==> src/shared/ata_tf_pkg.sv <==
// Constants and types shared by the task-file register block
package ata_tf_pkg;
    // ============
    // Register indices on the task-file port
    localparam logic [2:0] IDX_ERROR   = 3'h0; // Write: features
    localparam logic [2:0] IDX_SCOUNT  = 3'h1;
    localparam logic [2:0] IDX_SNUM    = 3'h2;
    localparam logic [2:0] IDX_DEVHEAD = 3'h3;
    localparam logic [2:0] IDX_STATUS  = 3'h4; // Write: command
    localparam logic [2:0] IDX_ALTSTAT = 3'h5; // Write: device control
    localparam logic [2:0] IDX_DRVADDR = 3'h6;
    // ============
    // Field positions
    localparam int ST_BUSY  = 7;
    localparam int ST_READY = 6;
    localparam int ST_SEEK  = 4;
    localparam int ST_XREQ  = 3;
    localparam int ST_REV   = 1;
    localparam int ST_ERR   = 0;
    localparam int ER_CRC   = 7;
    localparam int ER_UNC   = 6;
    localparam int ER_SECTOR_ID_MISSING  = 4;
    localparam int ER_COMMAND_ABORTED_FLAG  = 2;
    localparam int ER_TK0   = 1;
    localparam int DH_LBA   = 6;
    localparam int DC_HOB   = 7;
    localparam int DC_SOFT_RESET_BIT  = 2;
    localparam int DC_NIEN  = 1;
    // ============
    // Values after reset and fixed encodings
    localparam logic [7:0] STATUS_RST  = 8'h50;
    localparam logic [7:0] SCOUNT_RST  = 8'h01;
    localparam logic [7:0] SNUM_RST    = 8'h01;
    localparam logic [7:0] DEVHEAD_RST = 8'h00;
    localparam logic [7:0] DIAG_OK     = 8'h01;
    localparam logic [7:0] DH_FIXED    = 8'hA0; // Bits 7 and 5 forced to one on device/head writes
    localparam logic [7:0] ERR_MASK    = 8'h56; // Reportable media errors
    localparam logic [7:0] FEAT_REVERT = 8'hCC;
    localparam logic [16:0] SECT_ZERO_28 = 17'h00100;
    localparam logic [16:0] SECT_ZERO_48 = 17'h10000;
    // ============
    // Power modes
    typedef enum logic [1:0] {
        PM_ACTIVE,
        PM_IDLE,
        PM_STANDBY,
        PM_SLEEP
    } power_mode_t;
endpackage

==> src/verilog/ata_taskfile_registers.sv <==
// Device-side task-file register set
// ============
// Overview of operation
// - drive address bit 7 never driven
// - write gate bit low during media write
// - head bits are complement of head
// - unit 0 select bit low unless asleep; unit 1 bit always high
// - bit 6 selects LBA; unit bit ignored
// - completion updates head or LBA 24-27
// - error register valid; diagnostic code after reset
// - link CRC fault sets error bit 7
// - media error bits reported; bits 5,3 zero
// - mark, fault, fixed-data bits always zero
// - zero count means 256 or 65536
// - count zero on success, remainder on failure
// - sector number holds LBA low byte
// - status read acknowledges interrupt; refreshed on events
// - busy set: reads return status
// - ready low at power-on and after error
// - seek bit tracks seeks, held after error
// - error bit set on failure, cleared on command
// - link/soft reset aborts, flushes, reinitialises registers
// - reset moves sleep to standby; power-on idle, or standby when strapped
// - parameter revert on link/soft reset only when enabled; always at power-on
// - reset sets busy; status 50h once diagnosis ends, counts 01h
module ata_taskfile_registers #(
    parameter logic [7:0] SET_FEATURES_OP = 8'h00 // Opcode, no default known
) (
    input  wire logic                     clk_sys_in,
    input  wire logic                     rst_n_in,
    input  wire logic [2:0]               reg_index_in,
    input  wire logic                     reg_wr_in,
    input  wire logic                     reg_rd_in,
    input  wire logic [7:0]               reg_wdata_in,
    output logic      [7:0]               reg_rdata_out,
    output logic      [7:0]               reg_rdata_oe_n_out,
    output logic                          intrq_out,
    output logic                          cmd_valid_out,
    output logic      [7:0]               cmd_code_out,
    output logic      [7:0]               features_out,
    output logic                          lba_mode_out,
    output logic      [16:0]              sector_total_out,
    output logic      [7:0]               start_sector_out,
    output logic      [7:0]               start_sector_prev_out,
    output logic      [3:0]               start_head_out,
    input  wire logic                     addr48_in,
    input  wire logic                     cmd_done_in,
    input  wire logic [3:0]               done_head_in,
    input  wire logic [7:0]               done_sector_in,
    input  wire logic [7:0]               done_count_in,
    input  wire logic [7:0]               done_err_in,
    input  wire logic                     error_event_in,
    input  wire logic                     crc_error_in,
    input  wire logic                     write_active_in,
    input  wire logic                     seek_start_in,
    input  wire logic                     seek_settled_in,
    input  wire logic                     index_pulse_in,
    input  wire logic                     xfer_request_in,
    input  wire logic                     core_ready_in,
    input  wire logic                     link_reset_in,
    input  wire logic                     diag_done_in,
    input  wire logic [7:0]               diag_code_in,
    input  wire logic                     pwr_up_standby_in,
    input  wire logic                     pm_req_in,
    input  wire ata_tf_pkg::power_mode_t  pm_mode_in,
    output ata_tf_pkg::power_mode_t       power_mode_out,
    output logic                          abort_host_out,
    output logic                          flush_abort_out,
    output logic                          restore_defaults_out
);
    // ============
    // State
    logic [7:0] scount_q, scount_prev_q, snum_q, snum_prev_q;
    logic [7:0] devhead_q, features_q, error_q, devctl_q;
    logic       busy_q, err_q, err_hold_q, intr_pend_q;
    logic       crc_seen_q, dsc_live_q, dsc_frozen_q, dsc_hold_q;
    logic       ready_q, xreq_q, rev_q, wgate_q;
    logic       revert_en_q, por_init_q;
    ata_tf_pkg::power_mode_t pm_q;

    // ============
    // Decode of host accesses
    logic       soft_reset_bit_now, soft_reset_bit_rise, iface_reset;
    logic       wr_ok, cmd_accept, status_rd, low_power;
    logic       dsc_now, device_ready;
    logic [7:0] status_val, drvaddr_val, read_val;
    logic [15:0] count16;
    logic [16:0] total_val;

    // Soft reset held while the control bit is one
    assign soft_reset_bit_now  = devctl_q[ata_tf_pkg::DC_SOFT_RESET_BIT];
    assign soft_reset_bit_rise = reg_wr_in && reg_index_in == ata_tf_pkg::IDX_ALTSTAT
                       && reg_wdata_in[ata_tf_pkg::DC_SOFT_RESET_BIT] && !soft_reset_bit_now;
    assign iface_reset = link_reset_in | soft_reset_bit_rise;
    // Busy blocks all writes except device control, so reset still lands
    assign wr_ok = reg_wr_in && !soft_reset_bit_now && !link_reset_in
                   && (!busy_q || reg_index_in == ata_tf_pkg::IDX_ALTSTAT);
    assign cmd_accept = wr_ok && reg_index_in == ata_tf_pkg::IDX_STATUS
                        && !xreq_q;
    assign status_rd = reg_rd_in && reg_index_in == ata_tf_pkg::IDX_STATUS;
    assign low_power = pm_q == ata_tf_pkg::PM_STANDBY
                       || pm_q == ata_tf_pkg::PM_SLEEP;

    // Seek bit: frozen after error, forced high in standby or sleep
    assign dsc_now = dsc_hold_q ? dsc_frozen_q
                   : (low_power | dsc_live_q);
    assign device_ready = ready_q & ~err_hold_q;

    // Status image; fault and fixed-data bits are constant zero
    always_comb begin
        status_val = 8'h00;
        status_val[ata_tf_pkg::ST_BUSY]  = busy_q;
        status_val[ata_tf_pkg::ST_READY] = device_ready;
        status_val[ata_tf_pkg::ST_SEEK]  = dsc_now;
        status_val[ata_tf_pkg::ST_XREQ]  = xreq_q;
        status_val[ata_tf_pkg::ST_REV]   = rev_q;
        status_val[ata_tf_pkg::ST_ERR]   = err_q;
    end

    // Drive address: complemented head, device 0 only, bit 7 undriven
    always_comb begin
        drvaddr_val = {1'b0, ~wgate_q, ~devhead_q[3:0],
                       1'b1, pm_q == ata_tf_pkg::PM_SLEEP};
    end

    // Read multiplexer; busy turns every read into a status read
    always_comb begin
        read_val = 8'h00;
        if (busy_q) begin
            read_val = status_val;
        end else begin
            case (reg_index_in)
                ata_tf_pkg::IDX_ERROR:   read_val = error_q;
                ata_tf_pkg::IDX_SCOUNT:
                    read_val = devctl_q[ata_tf_pkg::DC_HOB] ?
                               scount_prev_q : scount_q;
                ata_tf_pkg::IDX_SNUM:
                    read_val = devctl_q[ata_tf_pkg::DC_HOB] ?
                               snum_prev_q : snum_q;
                ata_tf_pkg::IDX_DEVHEAD: read_val = devhead_q;
                ata_tf_pkg::IDX_STATUS:  read_val = status_val;
                ata_tf_pkg::IDX_ALTSTAT: read_val = status_val;
                ata_tf_pkg::IDX_DRVADDR: read_val = drvaddr_val;
                default:                 read_val = 8'h00;
            endcase
        end
    end

    // Zero count stands for the full range of the addressing kind
    always_comb begin
        count16 = {scount_prev_q, scount_q};
        if (addr48_in) begin
            total_val = (count16 == 16'h0000) ? ata_tf_pkg::SECT_ZERO_48
                                               : {1'b0, count16};
        end else begin
            total_val = (scount_q == 8'h00) ? ata_tf_pkg::SECT_ZERO_28
                                             : {9'h000, scount_q};
        end
    end

    // ============
    // Read data port, registered
    always_ff @(posedge clk_sys_in or negedge rst_n_in) begin
        if (!rst_n_in) begin
            reg_rdata_out      <= 8'h00;
            reg_rdata_oe_n_out <= 8'h00;
        end else if (reg_rd_in) begin
            reg_rdata_out <= read_val;
            // Bit 7 of drive address is left floating
            reg_rdata_oe_n_out <= (!busy_q &&
                reg_index_in == ata_tf_pkg::IDX_DRVADDR) ?
                8'h80 : 8'h00;
        end
    end

    // ============
    // Device control and features
    always_ff @(posedge clk_sys_in or negedge rst_n_in) begin
        if (!rst_n_in) begin
            devctl_q   <= 8'h00;
            features_q <= 8'h00;
        end else begin
            if (reg_wr_in && reg_index_in == ata_tf_pkg::IDX_ALTSTAT) begin
                devctl_q <= reg_wdata_in;
            end else if (cmd_accept) begin
                devctl_q[ata_tf_pkg::DC_HOB] <= 1'b0; // Command drops HOB
            end
            if (wr_ok && reg_index_in == ata_tf_pkg::IDX_ERROR) begin
                features_q <= reg_wdata_in;
            end
        end
    end

    // ============
    // Address registers
    always_ff @(posedge clk_sys_in or negedge rst_n_in) begin
        if (!rst_n_in) begin
            scount_q      <= ata_tf_pkg::SCOUNT_RST;
            scount_prev_q <= 8'h00;
            snum_q        <= ata_tf_pkg::SNUM_RST;
            snum_prev_q   <= 8'h00;
            devhead_q     <= ata_tf_pkg::DEVHEAD_RST;
        end else if (iface_reset || soft_reset_bit_now) begin
            scount_q      <= ata_tf_pkg::SCOUNT_RST;
            scount_prev_q <= 8'h00;
            snum_q        <= ata_tf_pkg::SNUM_RST;
            snum_prev_q   <= 8'h00;
            devhead_q     <= ata_tf_pkg::DEVHEAD_RST;
        end else if (cmd_done_in && busy_q) begin
            scount_q  <= done_count_in;
            snum_q    <= done_sector_in;
            devhead_q <= {devhead_q[7:4], done_head_in};
        end else if (wr_ok) begin
            // Each count or sector number write pushes the old byte into the previous copy
            case (reg_index_in)
                ata_tf_pkg::IDX_SCOUNT: begin
                    scount_prev_q <= scount_q;
                    scount_q      <= reg_wdata_in;
                end
                ata_tf_pkg::IDX_SNUM: begin
                    snum_prev_q <= snum_q;
                    snum_q      <= reg_wdata_in;
                end
                ata_tf_pkg::IDX_DEVHEAD: begin
                    devhead_q <= reg_wdata_in | ata_tf_pkg::DH_FIXED;
                end
                default: ;
            endcase
        end
    end

    // ============
    // Command hand-off to the core
    always_ff @(posedge clk_sys_in or negedge rst_n_in) begin
        if (!rst_n_in) begin
            cmd_valid_out         <= 1'b0;
            cmd_code_out          <= 8'h00;
            features_out          <= 8'h00;
            lba_mode_out          <= 1'b0;
            sector_total_out      <= 17'h00000;
            start_sector_out      <= 8'h00;
            start_sector_prev_out <= 8'h00;
            start_head_out        <= 4'h0;
        end else begin
            cmd_valid_out <= cmd_accept;
            if (cmd_accept) begin
                cmd_code_out          <= reg_wdata_in;
                features_out          <= features_q;
                lba_mode_out <= devhead_q[ata_tf_pkg::DH_LBA];
                sector_total_out      <= total_val;
                start_sector_out      <= snum_q;
                start_sector_prev_out <= snum_prev_q;
                start_head_out        <= devhead_q[3:0];
            end
        end
    end

    // ============
    // Busy flag
    always_ff @(posedge clk_sys_in or negedge rst_n_in) begin
        if (!rst_n_in) begin
            busy_q <= 1'b1; // Power-on diagnosis pending
        end else if (iface_reset || soft_reset_bit_now || cmd_accept) begin
            busy_q <= 1'b1;
        end else if (busy_q && (cmd_done_in || diag_done_in)) begin
            busy_q <= 1'b0;
        end
    end

    // ============
    // Error register
    always_ff @(posedge clk_sys_in or negedge rst_n_in) begin
        if (!rst_n_in) begin
            error_q    <= ata_tf_pkg::DIAG_OK;
            crc_seen_q <= 1'b0;
        end else begin
            // A fault in the accept cycle still counts
            crc_seen_q <= crc_error_in
                          | (crc_seen_q & ~cmd_accept & ~iface_reset);
            if (busy_q && diag_done_in) begin
                error_q <= diag_code_in;
            end else if (busy_q && cmd_done_in) begin
                error_q <= (done_err_in & ata_tf_pkg::ERR_MASK)
                           | {crc_seen_q | crc_error_in, 7'h00};
            end else if (crc_error_in) begin
                error_q[ata_tf_pkg::ER_CRC] <= 1'b1;
            end
        end
    end

    // ============
    // Error status bit, ready hold and seek hold
    always_ff @(posedge clk_sys_in or negedge rst_n_in) begin
        if (!rst_n_in) begin
            err_q        <= 1'b0;
            err_hold_q   <= 1'b0;
            dsc_hold_q   <= 1'b0;
            dsc_frozen_q <= 1'b0;
        end else begin
            if (iface_reset || cmd_accept) begin
                err_q <= 1'b0;
            end else if (busy_q && cmd_done_in) begin
                err_q <= |(done_err_in & ata_tf_pkg::ERR_MASK)
                         | crc_seen_q | crc_error_in;
            end
            // Error sets win over the status read that clears them
            if (busy_q && (error_event_in || (cmd_done_in &&
                |(done_err_in & ata_tf_pkg::ERR_MASK)))) begin
                err_hold_q <= 1'b1;
                if (!dsc_hold_q) begin
                    dsc_hold_q   <= 1'b1;
                    dsc_frozen_q <= dsc_now;
                end
            end else if (status_rd || iface_reset) begin
                err_hold_q <= 1'b0;
                dsc_hold_q <= 1'b0;
            end
        end
    end

    // ============
    // Live status inputs sampled into flops
    always_ff @(posedge clk_sys_in or negedge rst_n_in) begin
        if (!rst_n_in) begin
            ready_q    <= 1'b0;
            dsc_live_q <= 1'b1;
            xreq_q     <= 1'b0;
            rev_q      <= 1'b0;
            wgate_q    <= 1'b0;
        end else begin
            ready_q <= core_ready_in;
            xreq_q  <= xfer_request_in;
            rev_q   <= index_pulse_in;
            wgate_q <= write_active_in;
            if (seek_start_in) begin
                dsc_live_q <= 1'b0;
            end else if (seek_settled_in) begin
                dsc_live_q <= 1'b1;
            end
        end
    end

    // ============
    // Interrupt pending; enable gating adds one cycle
    always_ff @(posedge clk_sys_in or negedge rst_n_in) begin
        if (!rst_n_in) begin
            intr_pend_q <= 1'b0;
            intrq_out   <= 1'b0;
        end else begin
            if (busy_q && (cmd_done_in || diag_done_in)) begin
                intr_pend_q <= 1'b1;
            end else if (status_rd || iface_reset) begin
                intr_pend_q <= 1'b0;
            end
            intrq_out <= intr_pend_q && !devctl_q[ata_tf_pkg::DC_NIEN];
        end
    end

    // ============
    // Reset actions toward the core
    always_ff @(posedge clk_sys_in or negedge rst_n_in) begin
        if (!rst_n_in) begin
            abort_host_out       <= 1'b0;
            flush_abort_out      <= 1'b0;
            restore_defaults_out <= 1'b0;
            revert_en_q          <= 1'b0;
            por_init_q           <= 1'b1;
        end else begin
            abort_host_out  <= iface_reset;
            flush_abort_out <= iface_reset;
            // Power-on always restores; interface resets only if enabled
            restore_defaults_out <= por_init_q
                                    | (iface_reset & revert_en_q);
            por_init_q <= 1'b0;
            if (cmd_accept && reg_wdata_in == SET_FEATURES_OP
                && features_q == ata_tf_pkg::FEAT_REVERT) begin
                revert_en_q <= 1'b1;
            end
        end
    end

    // ============
    // Power mode; strap caught on first edge after release
    always_ff @(posedge clk_sys_in or negedge rst_n_in) begin
        if (!rst_n_in) begin
            pm_q <= ata_tf_pkg::PM_IDLE;
        end else if (por_init_q) begin
            pm_q <= pwr_up_standby_in ? ata_tf_pkg::PM_STANDBY
                                      : ata_tf_pkg::PM_IDLE;
        end else if (iface_reset) begin
            if (pm_q == ata_tf_pkg::PM_SLEEP) begin
                pm_q <= ata_tf_pkg::PM_STANDBY;
            end
        end else if (pm_req_in) begin
            pm_q <= pm_mode_in;
        end
    end

    assign power_mode_out = pm_q;
endmodule

==> config.mk <==
export PLATFORM = sky130hd
export DESIGN_NAME = ata_taskfile_registers
export DESIGN_NICKNAME = d
export VERILOG_FILES = /design/src/shared/ata_tf_pkg.sv /design/src/verilog/ata_taskfile_registers.sv
export SDC_FILE = /design/constraint.sdc
export NUM_CORES = 1
export LEC_CHECK = 0
export BUFFER_PORTS_ARGS = -buffer_cell sky130_fd_sc_hd__buf_2
export CAP_MARGIN = 5
export CORE_MARGIN = 3
export CORE_UTILIZATION = 45
export DETAILED_ROUTE_END_ITERATION = 8
export GPL_TIMING_DRIVEN = 0
export PLACE_DENSITY = 0.68
export SLEW_MARGIN = 20
export SYNTH_ARGS = -nofsm -noshare
export SYNTH_HDL_FRONTEND = slang
export SYNTH_SLANG_ARGS = --single-unit
==> constraint.sdc <==
create_clock -name clk_sys_in -period 2.3 [get_ports clk_sys_in]
set_input_delay 0.23 -clock clk_sys_in [delete_from_list [all_inputs] [get_ports clk_sys_in]]
set_output_delay 0.23 -clock clk_sys_in [all_outputs]
set_load 0.02 [all_outputs]
=== After elaboration in Yosys (flattened, before gate mapping) ===
Index checks and enable logic that the tools add are counted.

* Register bits: 149
* Word-level logic and storage cells: 178
* Output and inout port bits: 77

* Reductions and logical operators: 63
* Multiplexer cells: 49
* Bitwise gates (word level): 17
* Equal/unequal tests: 11

{| class="wikitable"
|+ Operators by type and width
! operator !! number
|-
| two-way mux 8 bit || 25
|-
| one-hot mux 8 bit (6 select lines) || 1
|-
| two-way mux 17 bit || 2
|-
| nonzero test 2 bit || 11
|-
| logical AND 1 bit || 19
|-
| nonzero test 3 bit || 6
|-
| zero test 16 bit || 1
|-
| zero test 8 bit || 2
|-
| two-way mux 1 bit || 14
|-
| two-way mux 2 bit || 5
|-
| AND reduction 2 bit || 5
|-
| equality test 3 bit, second input constant || 3
|-
| two-way mux 9 bit || 1
|-
| AND reduction 3 bit || 3
|-
| equality test 8 bit, second input constant || 1
|-
| logical OR 1 bit || 8
|-
| OR 7 x 8 -> 8 bit || 1
|-
| two-way mux 7 bit || 1
|-
| OR 1 bit || 7
|-
| equality test 3 x 2 -> 1 bit, second input constant || 2
|-
| zero test 1 bit || 5
|-
| AND 1 bit || 4
|-
| equality test 2 bit, second input constant || 2
|-
| inverter 1 bit || 4
|-
| other kinds (7) || 7
|}

=== Longest topological paths before layout ===
Gate-level depths: netlist (run 1).

* Depth in word-level cells: 10
* Mapped depth: 8

=== Worst setup path before layout (run 1) ===
No wires, ideal clock.

* Path type: reg-to-reg
* From: register devctl_q[2]
* To: register sector_total_out[15]
* Setup time: 117 ps
* Data arrival time: 1929 ps
* Required time: 2183 ps
* Buffers on the path: 4
* Cell stages (with the launch flop): 9
* Setup slack: 254 ps
* Path through: dfrtp_1 > or4b_1 > buf_2 > or4_1 > clkbuf_1 > buf_6 > buf_6 > nand2_1 > nand2_1

* Word-level cells in the longest chain between the ends: 6

{| class="wikitable"
|+ Ends and longest elaborated chain
! item !! line !! text
|-
| start, declared || ata_taskfile_registers.sv:74 || <nowiki>logic [7:0] devhead_q, features_q, error_q, devctl_q;</nowiki>
|-
| start signal, assigned || ata_taskfile_registers.sv:184 || <nowiki>devctl_q <= reg_wdata_in;</nowiki>
|-
| zero test 1 bit || ata_taskfile_registers.sv:96 || <nowiki>assign wr_ok = reg_wr_in && !soft_reset_bit_now && !link_reset_in</nowiki>
|-
| logical AND 1 bit (2 in series) || ata_taskfile_registers.sv:96 ||
|-
| logical AND 1 bit || ata_taskfile_registers.sv:97 || <nowiki>&& (!busy_q || reg_index_in == ata_tf_pkg::IDX_ALTSTAT);</nowiki>
|-
| logical AND 1 bit || ata_taskfile_registers.sv:98 || <nowiki>assign cmd_accept = wr_ok && reg_index_in == ata_tf_pkg::IDX_STATUS</nowiki>
|-
| logical AND 1 bit || ata_taskfile_registers.sv:99 || <nowiki>&& !xreq_q;</nowiki>
|-
| end signal, assigned || ata_taskfile_registers.sv:250 || <nowiki>sector_total_out <= total_val;</nowiki>
|-
| end, declared || ata_taskfile_registers.sv:42 || <nowiki>output logic [16:0] sector_total_out,</nowiki>
|}

No other way between the ends.
A chain may end at the register's enable or synchronous reset.

=== Worst setup path after layout (run 1) ===
* From: register devctl_q[2]
* To: register scount_q[7]

* Word-level cells in the longest chain between the ends: 6
* Elaborated cells between the ends (all ways): 11

{| class="wikitable"
|+ Ends and longest elaborated chain
! item !! line !! text
|-
| zero test 1 bit || ata_taskfile_registers.sv:93, ata_taskfile_registers.sv:96 ||
|-
| logical AND 1 bit, on equally long branches || ata_taskfile_registers.sv:93, ata_taskfile_registers.sv:96 ||
|-
| OR 1 bit / logical AND 1 bit (equally long branches) || ata_taskfile_registers.sv:94, ata_taskfile_registers.sv:96 ||
|-
| logical OR 1 bit / logical AND 1 bit (equally long branches) || ata_taskfile_registers.sv:203, ata_taskfile_registers.sv:97 ||
|-
| nonzero test 3 bit (no line) || n/a ||
|-
| AND reduction 2 bit (no line) || n/a ||
|-
| end signal, assigned || ata_taskfile_registers.sv:198 || <nowiki>scount_q <= ata_tf_pkg::SCOUNT_RST;</nowiki>
|-
| end signal, assigned || ata_taskfile_registers.sv:204 || <nowiki>scount_q <= ata_tf_pkg::SCOUNT_RST;</nowiki>
|-
| end signal, assigned || ata_taskfile_registers.sv:210 || <nowiki>scount_q <= done_count_in;</nowiki>
|-
| end, declared || ata_taskfile_registers.sv:73 || <nowiki>logic [7:0] scount_q, scount_prev_q, snum_q, snum_prev_q;</nowiki>
|}

Several ways; a longest one is shown, not always the timed one.

==> summary.md, run 1 <==
| Metric | Value |
|---|---|
| Most numerous cell in the Yosys netlist | `nand2_1` |
| # fillers | `1,257` |
| Antenna cell count | `0` |
| WL final | `between 15,000 and 20,000 um` |
| Worst EP required | `~2.6 ns` |
| Post-route ant nets | `0` |
| Yosys warns | `0` |
| Worst-Skew Late Latency | `0.43 ns` |
| Final Setup Violations | `0` |
| Starting Density | `46.22%` |
| Crit. End Element | `flop` |
| Gpl congestion | `about 0.89` |
| Maximum root-to-sink buffer count | `2` |
| Grt total ovfl | `0` |
| Combined area of all synthesized cells | `between 6000 and 7000 sq um` |
| Placement Rows | `43` |
| Crit share post-route | `94.65%` |
| Post-synthesis xor/xnor area fraction | `0%` |
| Root buf cell | `clkbuf_16` |
| H-tree Lvls | `4` |
| Remaining DRCs | `0` |
| Peak supply drop | `466.7 uV` |
| Die width | `125.6 um` |
| CTS sink cnt | `140` |
| Setup Skew | `~0.0055 ns` |
| Multiplexer area fraction after synthesis | `8.275%` |
| Pin count of the biggest net entering global routing | `90` |
| Area contributors post-synth | `dfrtp_1 52%, nand2_1 11%, mux2i_1 5.1%, mux2_2 3.1%, dfstp_2 2.9%` |
| Vias/cell | `approximately 5.5` |
| Wire per inst | `19.05 um` |
| Vias in the first global route | `5,699` |
| Post-synth EDFFs | `0` |
| Max Cap Violations | `0` |
| CP Launch Type | `flop` |
| Share of the synthesized area in the top cell type | `51.67%` |
| Total Die Area | `~16,000 sq um` |
| Leakage | `4.261 nW` |
| Worst path cell trace | `or4b_1, buf_4, nor3_4, buf_6, mux2i_1, a211oi_2` |
| Clk slew on worst S/H paths | `0.06 ns` |
| Placement Cell Area | `7376 sq um` |
| Worst Tran Pin Value | `0.7575 ns` |
| Min Tclk post-route | `2.177 ns` |
| Crit path DAT | `2.47 ns` |
| Worst Path Class, Setup | `reg2reg` |
| Cell family with the largest share of critical-path delay | `simple AND/OR/NAND/NOR gates` |
| Synth Area in Compound Gates | `12.51%` |
| Simple-gate share of the synthesized area | `between 20% and 30%` |
| RSZ-0062 raised after global routing | `no` |
| Core area | `approximately 14,000 sq um` |
| Hold Vio Cnt, Final | `0` |
| Pins over their slew limit | `0` |
| Synth Area in Adders | `0%` |
| CP Max Fanout | `10` |
| Status | `completed` |
| Largest family of logic cells by synthesized area | `simple AND/OR/NAND/NOR gates` |
| First-pass GRT wire length | `30,610 um` |
| Seq/Total Area, Yosys | `54.53%` |
| GR Util All Layers | `24.96%` |
| Power Total | `0.006550 W` |
| CP max stage delay | `about 0.51 ns` |
| Non-Filler Cell Area, Final | `8132 sq um` |
| Initial antenna violation count | `1` |
| Layout cell share with drive strength beyond 1 | `27.50%` |
| DR iter-0 viols | `324` |
| Fin worst setup slack | `roughly 0.12 ns` |
| Hold WS | `0.01186 ns` |
| CTS tree | `yes` |
| Gate Count Post-Synth | `651` |
| Synthesized flop and latch total | `between 100 and 150` |
| Fraction of registers with async set/reset | `100.0%` |
| IO Pins | `144` |
| Area growth syn-to-layout | `26.24%` |
| Detailed-route via count | `5,532` |
| Post-synth top cells | `189 x nand2_1, 133 x dfrtp_1, 38 x nor2_1` |
| DP HPWL | `14,170 um` |
| Port bufs | `about 130` |
| DP Worst Slack | `-0.2120 ns` |
| CP max-delay cell | `or4b_1` |
| Post-synth top area cell | `dfrtp_1` |
| Fmax | `459.4 MHz` |
| Die Y | `125.6 um` |
| Slew headroom | `49.50%` |
| Hold WC Path Type | `in2reg` |
| Synth cell types | `60` |
| Synthesized area per cell | `9.894 sq um` |
| CTS Buf Count | `17` |
| 1st-pass router iterations | `5` |
| Top FF cell, synth | `dfrtp_1` |
| Pwr dens | `805.6 nW/um^2` |
| CP bufs+invs | `2` |
| # nets final | `883` |
## state kept, by name (all words and copies together) (netlist names), 2 cells and up
name and flops:
start_head_out 4, devctl_q 3, scount_prev_q 8, reg_rdata_out 8, scount_q 8, features_q 8, power_mode_out 2, start_sector_out 8
snum_prev_q 8, error_q 8, sector_total_out 17, features_out 8, devhead_q 7, cmd_code_out 8, snum_q 8, start_sector_prev_out 8
## what timing repair did
item / CTS / global route
hold buffers: 6 / 0
gates resized for setup: 3 / 12
endpoints found under the hold margin: 55 / 0
pin swaps: 1 / 1
endpoints found under the setup margin: 52 / 45
setup buffers: 3 / 2
## power by group
group | internal [W] | switching, W
Clock | 0.00193 | 0.00103
Combinational | 0.000318 | 0.000495
Sequential | 0.00263 | 0.000154
Total | 0.00487 | 0.00168
## final cells by class
cell class              instances  area, sq um  share of cell area [%]
plain buffers                  48        265.3                   3.262
clock buffers                  22        484.2                   5.955
clock inverters                10        160.2                   1.970
inverters                       9        33.78                  0.4154
multi-input cells             459         2670                   32.84
flip-flops and latches        140         3512                   43.19
well taps                     180        225.2                   2.770
repair buffers                141        780.7                   9.601
## cell usage in the layout (no fill, tap or decap), drive strengths merged, types with 3 or more instances in the layout
master       count
nand2          189
buf            155
dfrtp          133
clkbuf          50
nor2            38
mux2i           33
a211oi          25
nand3           20
o21ai           19
mux2            18
a22o            11
inv             10
nor4            10
conb             8
nor2b            7
o211ai           7
dfstp            7
nand2b           6
dlygate4sd3      6
a21oi            5
bufinv           4
nor3             4
clkinv           4
a21o             3
a211o            3
a2bb2oi          3
a31oi            3
and3             3
o311ai           3
o31a             3
## final timing paths
check,startpoint,end,slack (ns),cells past startpoint
worst min-delay path,diag_done_in,busy_q,0.01,2
worst max register to register,devctl_q[2],scount_q[7],0.12,6
worst max-delay path,devctl_q[2],scount_q[7],0.12,6
min in group asynchronous,rst_n_in,sector_total_out[3],0.30,2
worst min register to register,devctl_q[1],intrq_out,0.42,1
max in group asynchronous,rst_n_in,dsc_live_q,1.21,3
## worst reg2reg max path: stages (launching register included)
cell and delay (ns):
dfrtp_1 0.41, or4b_1 0.51, buf_4 0.19, nor3_4 0.40, buf_6 0.23, mux2i_1 0.22
a211oi_2 0.09
## stage by stage
step                      std cells  utilization [%]  setup TNS [ns]
after detailed placement        968            52.93          -6.078
after global routing           1009            58.36               0
after floorplan                 658                -               0
after CTS                      1008            58.17               0
final                          1009            58.36               0
after global placement          967            52.66         -116.02
## per-layer routing
| metal | GRT usage, % | up-vias | part of all wire [%] |
|---|---|---|---|
| li1 | - | 2569 | - |
| met1 | 33.60 | 2694 | 43 |
| met2 | 39.62 | 231 | 47 |
| met3 | 6.785 | 36 | 7.7 |
| met4 | 8.036 | 2 | 2.0 |
| met5 | 0 | - | 0.068 |
## cell families after synthesis
logic type / Yosys count
DFF: 140
muxes: 51
other: 1
AOI/OAI and AO/OA: 107
buffers and inverters: 59
and+or+nand+nor: 293
(Power assumes the default switching activity.)
==> run 2, diff against run 1 <==
- CELL_PAD_IN_SITES_DETAIL_PLACEMENT: default -> 0
- CELL_PAD_IN_SITES_GLOBAL_PLACEMENT: default -> 1
- CORE_UTILIZATION: 45 -> 41
- PLACE_DENSITY: 0.68 -> 0.79
==> run 2 against run 1 <==
Via count down 0.27%. Utilization fell by 5.5 points. Combinational power is essentially flat. Sequential share of layout area up 0.21 points. Clock power is 8.8% lower. Final cell count rose by 3.0%. Largest cell class unchanged. Count of clock-buffer cells in the layout increased by 2. Final area down 0.49%. Critical path type unchanged. Maximum frequency fell by 0.46%. Global-route usage is 1.7 points lower.
==> summary.md, run 2 (synthesis results as in run 1) <==
| Metric | Value |
|---|---|
| Worst EP required | `2.58 ns (about the same)` |
| Vias/cell | `5.310 (-3.2%)` |
| Crit path DAT | `2.47 ns (about the same)` |
| Min Tclk post-route | `2.187 ns (+0.01010 ns)` |
| Gpl congestion | `0.9009 (+1.6%)` |
| Placement Rows | `45 (+4.7%)` |
| Setup Skew | `0.009170 ns (+0.003633 ns)` |
| Pin count of the biggest net entering global routing | `92 (+2.2%)` |
| Pwr dens | `777.7 nW/um^2 (-3.5%)` |
| Non-Filler Cell Area, Final | `8092 sq um (-0.49%)` |
| Detailed-route via count | `5,517 (-0.27%)` |
| Fmax | `457.2 MHz (-0.46%)` |
| DP Worst Slack | `-0.2250 ns (-0.01306 ns)` |
| CP bufs+invs | `2 (unchanged)` |
| Worst path cell trace | `or4b_1, clkbuf_4, nor3_4, buf_6, mux2i_1, a211oi_2` |
| Antenna cell count | `0 (unchanged)` |
| Clk slew on worst S/H paths | `0.06 ns (about the same)` |
| DR iter-0 viols | `316 (-2.5%)` |
| Starting Density | `42.06% (-4.2 points)` |
| GR Util All Layers | `23.29% (-1.7 points)` |
| Crit share post-route | `95.09% (+0.44 points)` |
| Root buf cell | `clkbuf_16` |
| Peak supply drop | `509.3 uV (+9.1%)` |
| DP HPWL | `14,620 um (+3.1%)` |
| Final Setup Violations | `0 (unchanged)` |
| Pins over their slew limit | `0 (unchanged)` |
| Die Y | `131.3 um (+4.5%)` |
| Port bufs | `129 (unchanged)` |
| Worst Tran Pin Value | `0.6999 ns (-0.05759 ns)` |
| Die width | `131.3 um (+4.5%)` |
| CP max stage delay | `0.51 ns (about the same)` |
| Grt total ovfl | `0 (unchanged)` |
| H-tree Lvls | `4 (unchanged)` |
| Core area | `15,310 sq um (+9.9%)` |
| Hold WC Path Type | `in2reg` |
| Wire per inst | `19.09 um (+0.20%)` |
| Cell family with the largest share of critical-path delay | `simple AND/OR/NAND/NOR gates` |
| CTS sink cnt | `140 (unchanged)` |
| # nets final | `882 (-0.11%)` |
| Total Die Area | `17,250 sq um (+9.3%)` |
| Commonest non-fill, non-tap cell in the layout | `nand2_1` |
| WL final | `19,830 um (+3.2%)` |
| Slew headroom | `53.34% (+3.8 points)` |
| Worst Path Class, Setup | `reg2reg` |
| CTS tree | `yes` |
| CP Max Fanout | `10 (unchanged)` |
| Fin worst setup slack | `0.1129 ns (-0.01010 ns)` |
| CTS Buf Count | `17 (unchanged)` |
| Crit. End Element | `flop` |
| Final core occ | `52.84% (-5.5 points)` |
| Max Cap Violations | `0 (unchanged)` |
| Initial antenna violation count | `1 (unchanged)` |
| Maximum root-to-sink buffer count | `2 (unchanged)` |
| Layout cell share with drive strength beyond 1 | `27.05% (-0.45 points)` |
| IO Pins | `144 (unchanged)` |
| First-pass GRT wire length | `31,240 um (+2.1%)` |
| Worst-Skew Late Latency | `0.43 ns (about the same)` |
| Hold WS | `0.02019 ns (+0.008334 ns)` |
| Hold Vio Cnt, Final | `0 (unchanged)` |
| CP max-delay cell | `or4b_1` |
| Max FFs per register | `17 (unchanged)` |
| Power Total | `0.006293 W (-3.9%)` |
| Placement Cell Area | `7415 sq um (+0.53%)` |
| Area growth syn-to-layout | `25.62%` |
| Vias in the first global route | `5,521 (-3.1%)` |
| Most frequent cells in the layout | `189 x nand2_1, 133 x dfrtp_1, 131 x buf_2, 38 x nor2_1, 33 x mux2i_1` |
| Post-route ant nets | `0 (unchanged)` |
| Status | `completed` |
| Leakage | `4.226 nW (-0.83%)` |
| Remaining DRCs | `0 (unchanged)` |
| 1st-pass router iterations | `5 (unchanged)` |
| Top reg by flops | `sector_total_out` |
| CP Launch Type | `flop` |
[run 2: cell count changes in the layout (fill, tap and decap cells not counted), moves of 2 or more]
cell / previous run / this run
clkinv_2: 3 / 5
clkbuf_1: 24 / 26
bufinv_16: 4 / 2
buf_4: 15 / 13
[run 2: power by group]
group	internal (W)	switching [W]	leakage, nW	total [W]
Sequential	0.00263	0.000158	1.85	0.00279
Combinational	0.000314	0.000500	2.09	0.000814
Clock	0.00167	0.00102	0.284	0.00269
Total	0.00461	0.00168	4.23	0.00629
[run 2: final timing paths]
check / start / endpoint / slack (ns) / depth (start not counted)
max in group asynchronous: rst_n_in / busy_q / 1.18 / 3
min in group asynchronous: rst_n_in / sector_total_out[0] / 0.31 / 2
min reg2reg: devctl_q[1] / intrq_out / 0.43 / 1
max: busy_q / scount_q[7] / 0.11 / 6
min: diag_code_in[1] / error_q[1] / 0.02 / 3
max reg2reg: busy_q / scount_q[7] / 0.11 / 6
[run 2: per-stage QoR]
step                   TNS, ns  cells
global placement       -123.61    998
global route        -0.0007514   1039
floorplan                    0    658
CTS                          0   1039
finish                       0   1039
detailed placement      -6.768    999
[run 2: per-layer routing]
layer / global-route usage, % / up-vias / share of wire, %
li1: - / 2572 / -
met1: 31.92 / 2692 / 45
met2: 35.60 / 208 / 46
met3: 5.551 / 43 / 6.3
met4: 9.918 / 2 / 3.1
met5: 0 / - / 0.066
[run 2: repair_timing]
item / CTS / global route
hold buffers: 6 / 0
resized for setup: 2 / 14
setup endpoints to repair: 52 / 53
hold endpoints to repair: 53 / 0
buffers inserted: 3 / 1
pin swaps: 1 / 1
[run 2: area by class of cell]
type                    count  area (sq um)
well taps                 211         264.0
plain buffers              48         266.5
multi-input cells         459          2668
clock inverters             8         92.59
repair buffers            140         773.2
flip-flops and latches    140          3512
fillers                  1433          7223
clock buffers              24         481.7
inverters                   9         33.78
[run 2: tightest hold or removal path, stage by stage]
cell	delay, ns
buf_2	0.08
nand2_1	0.04
o21ai_0	0.06
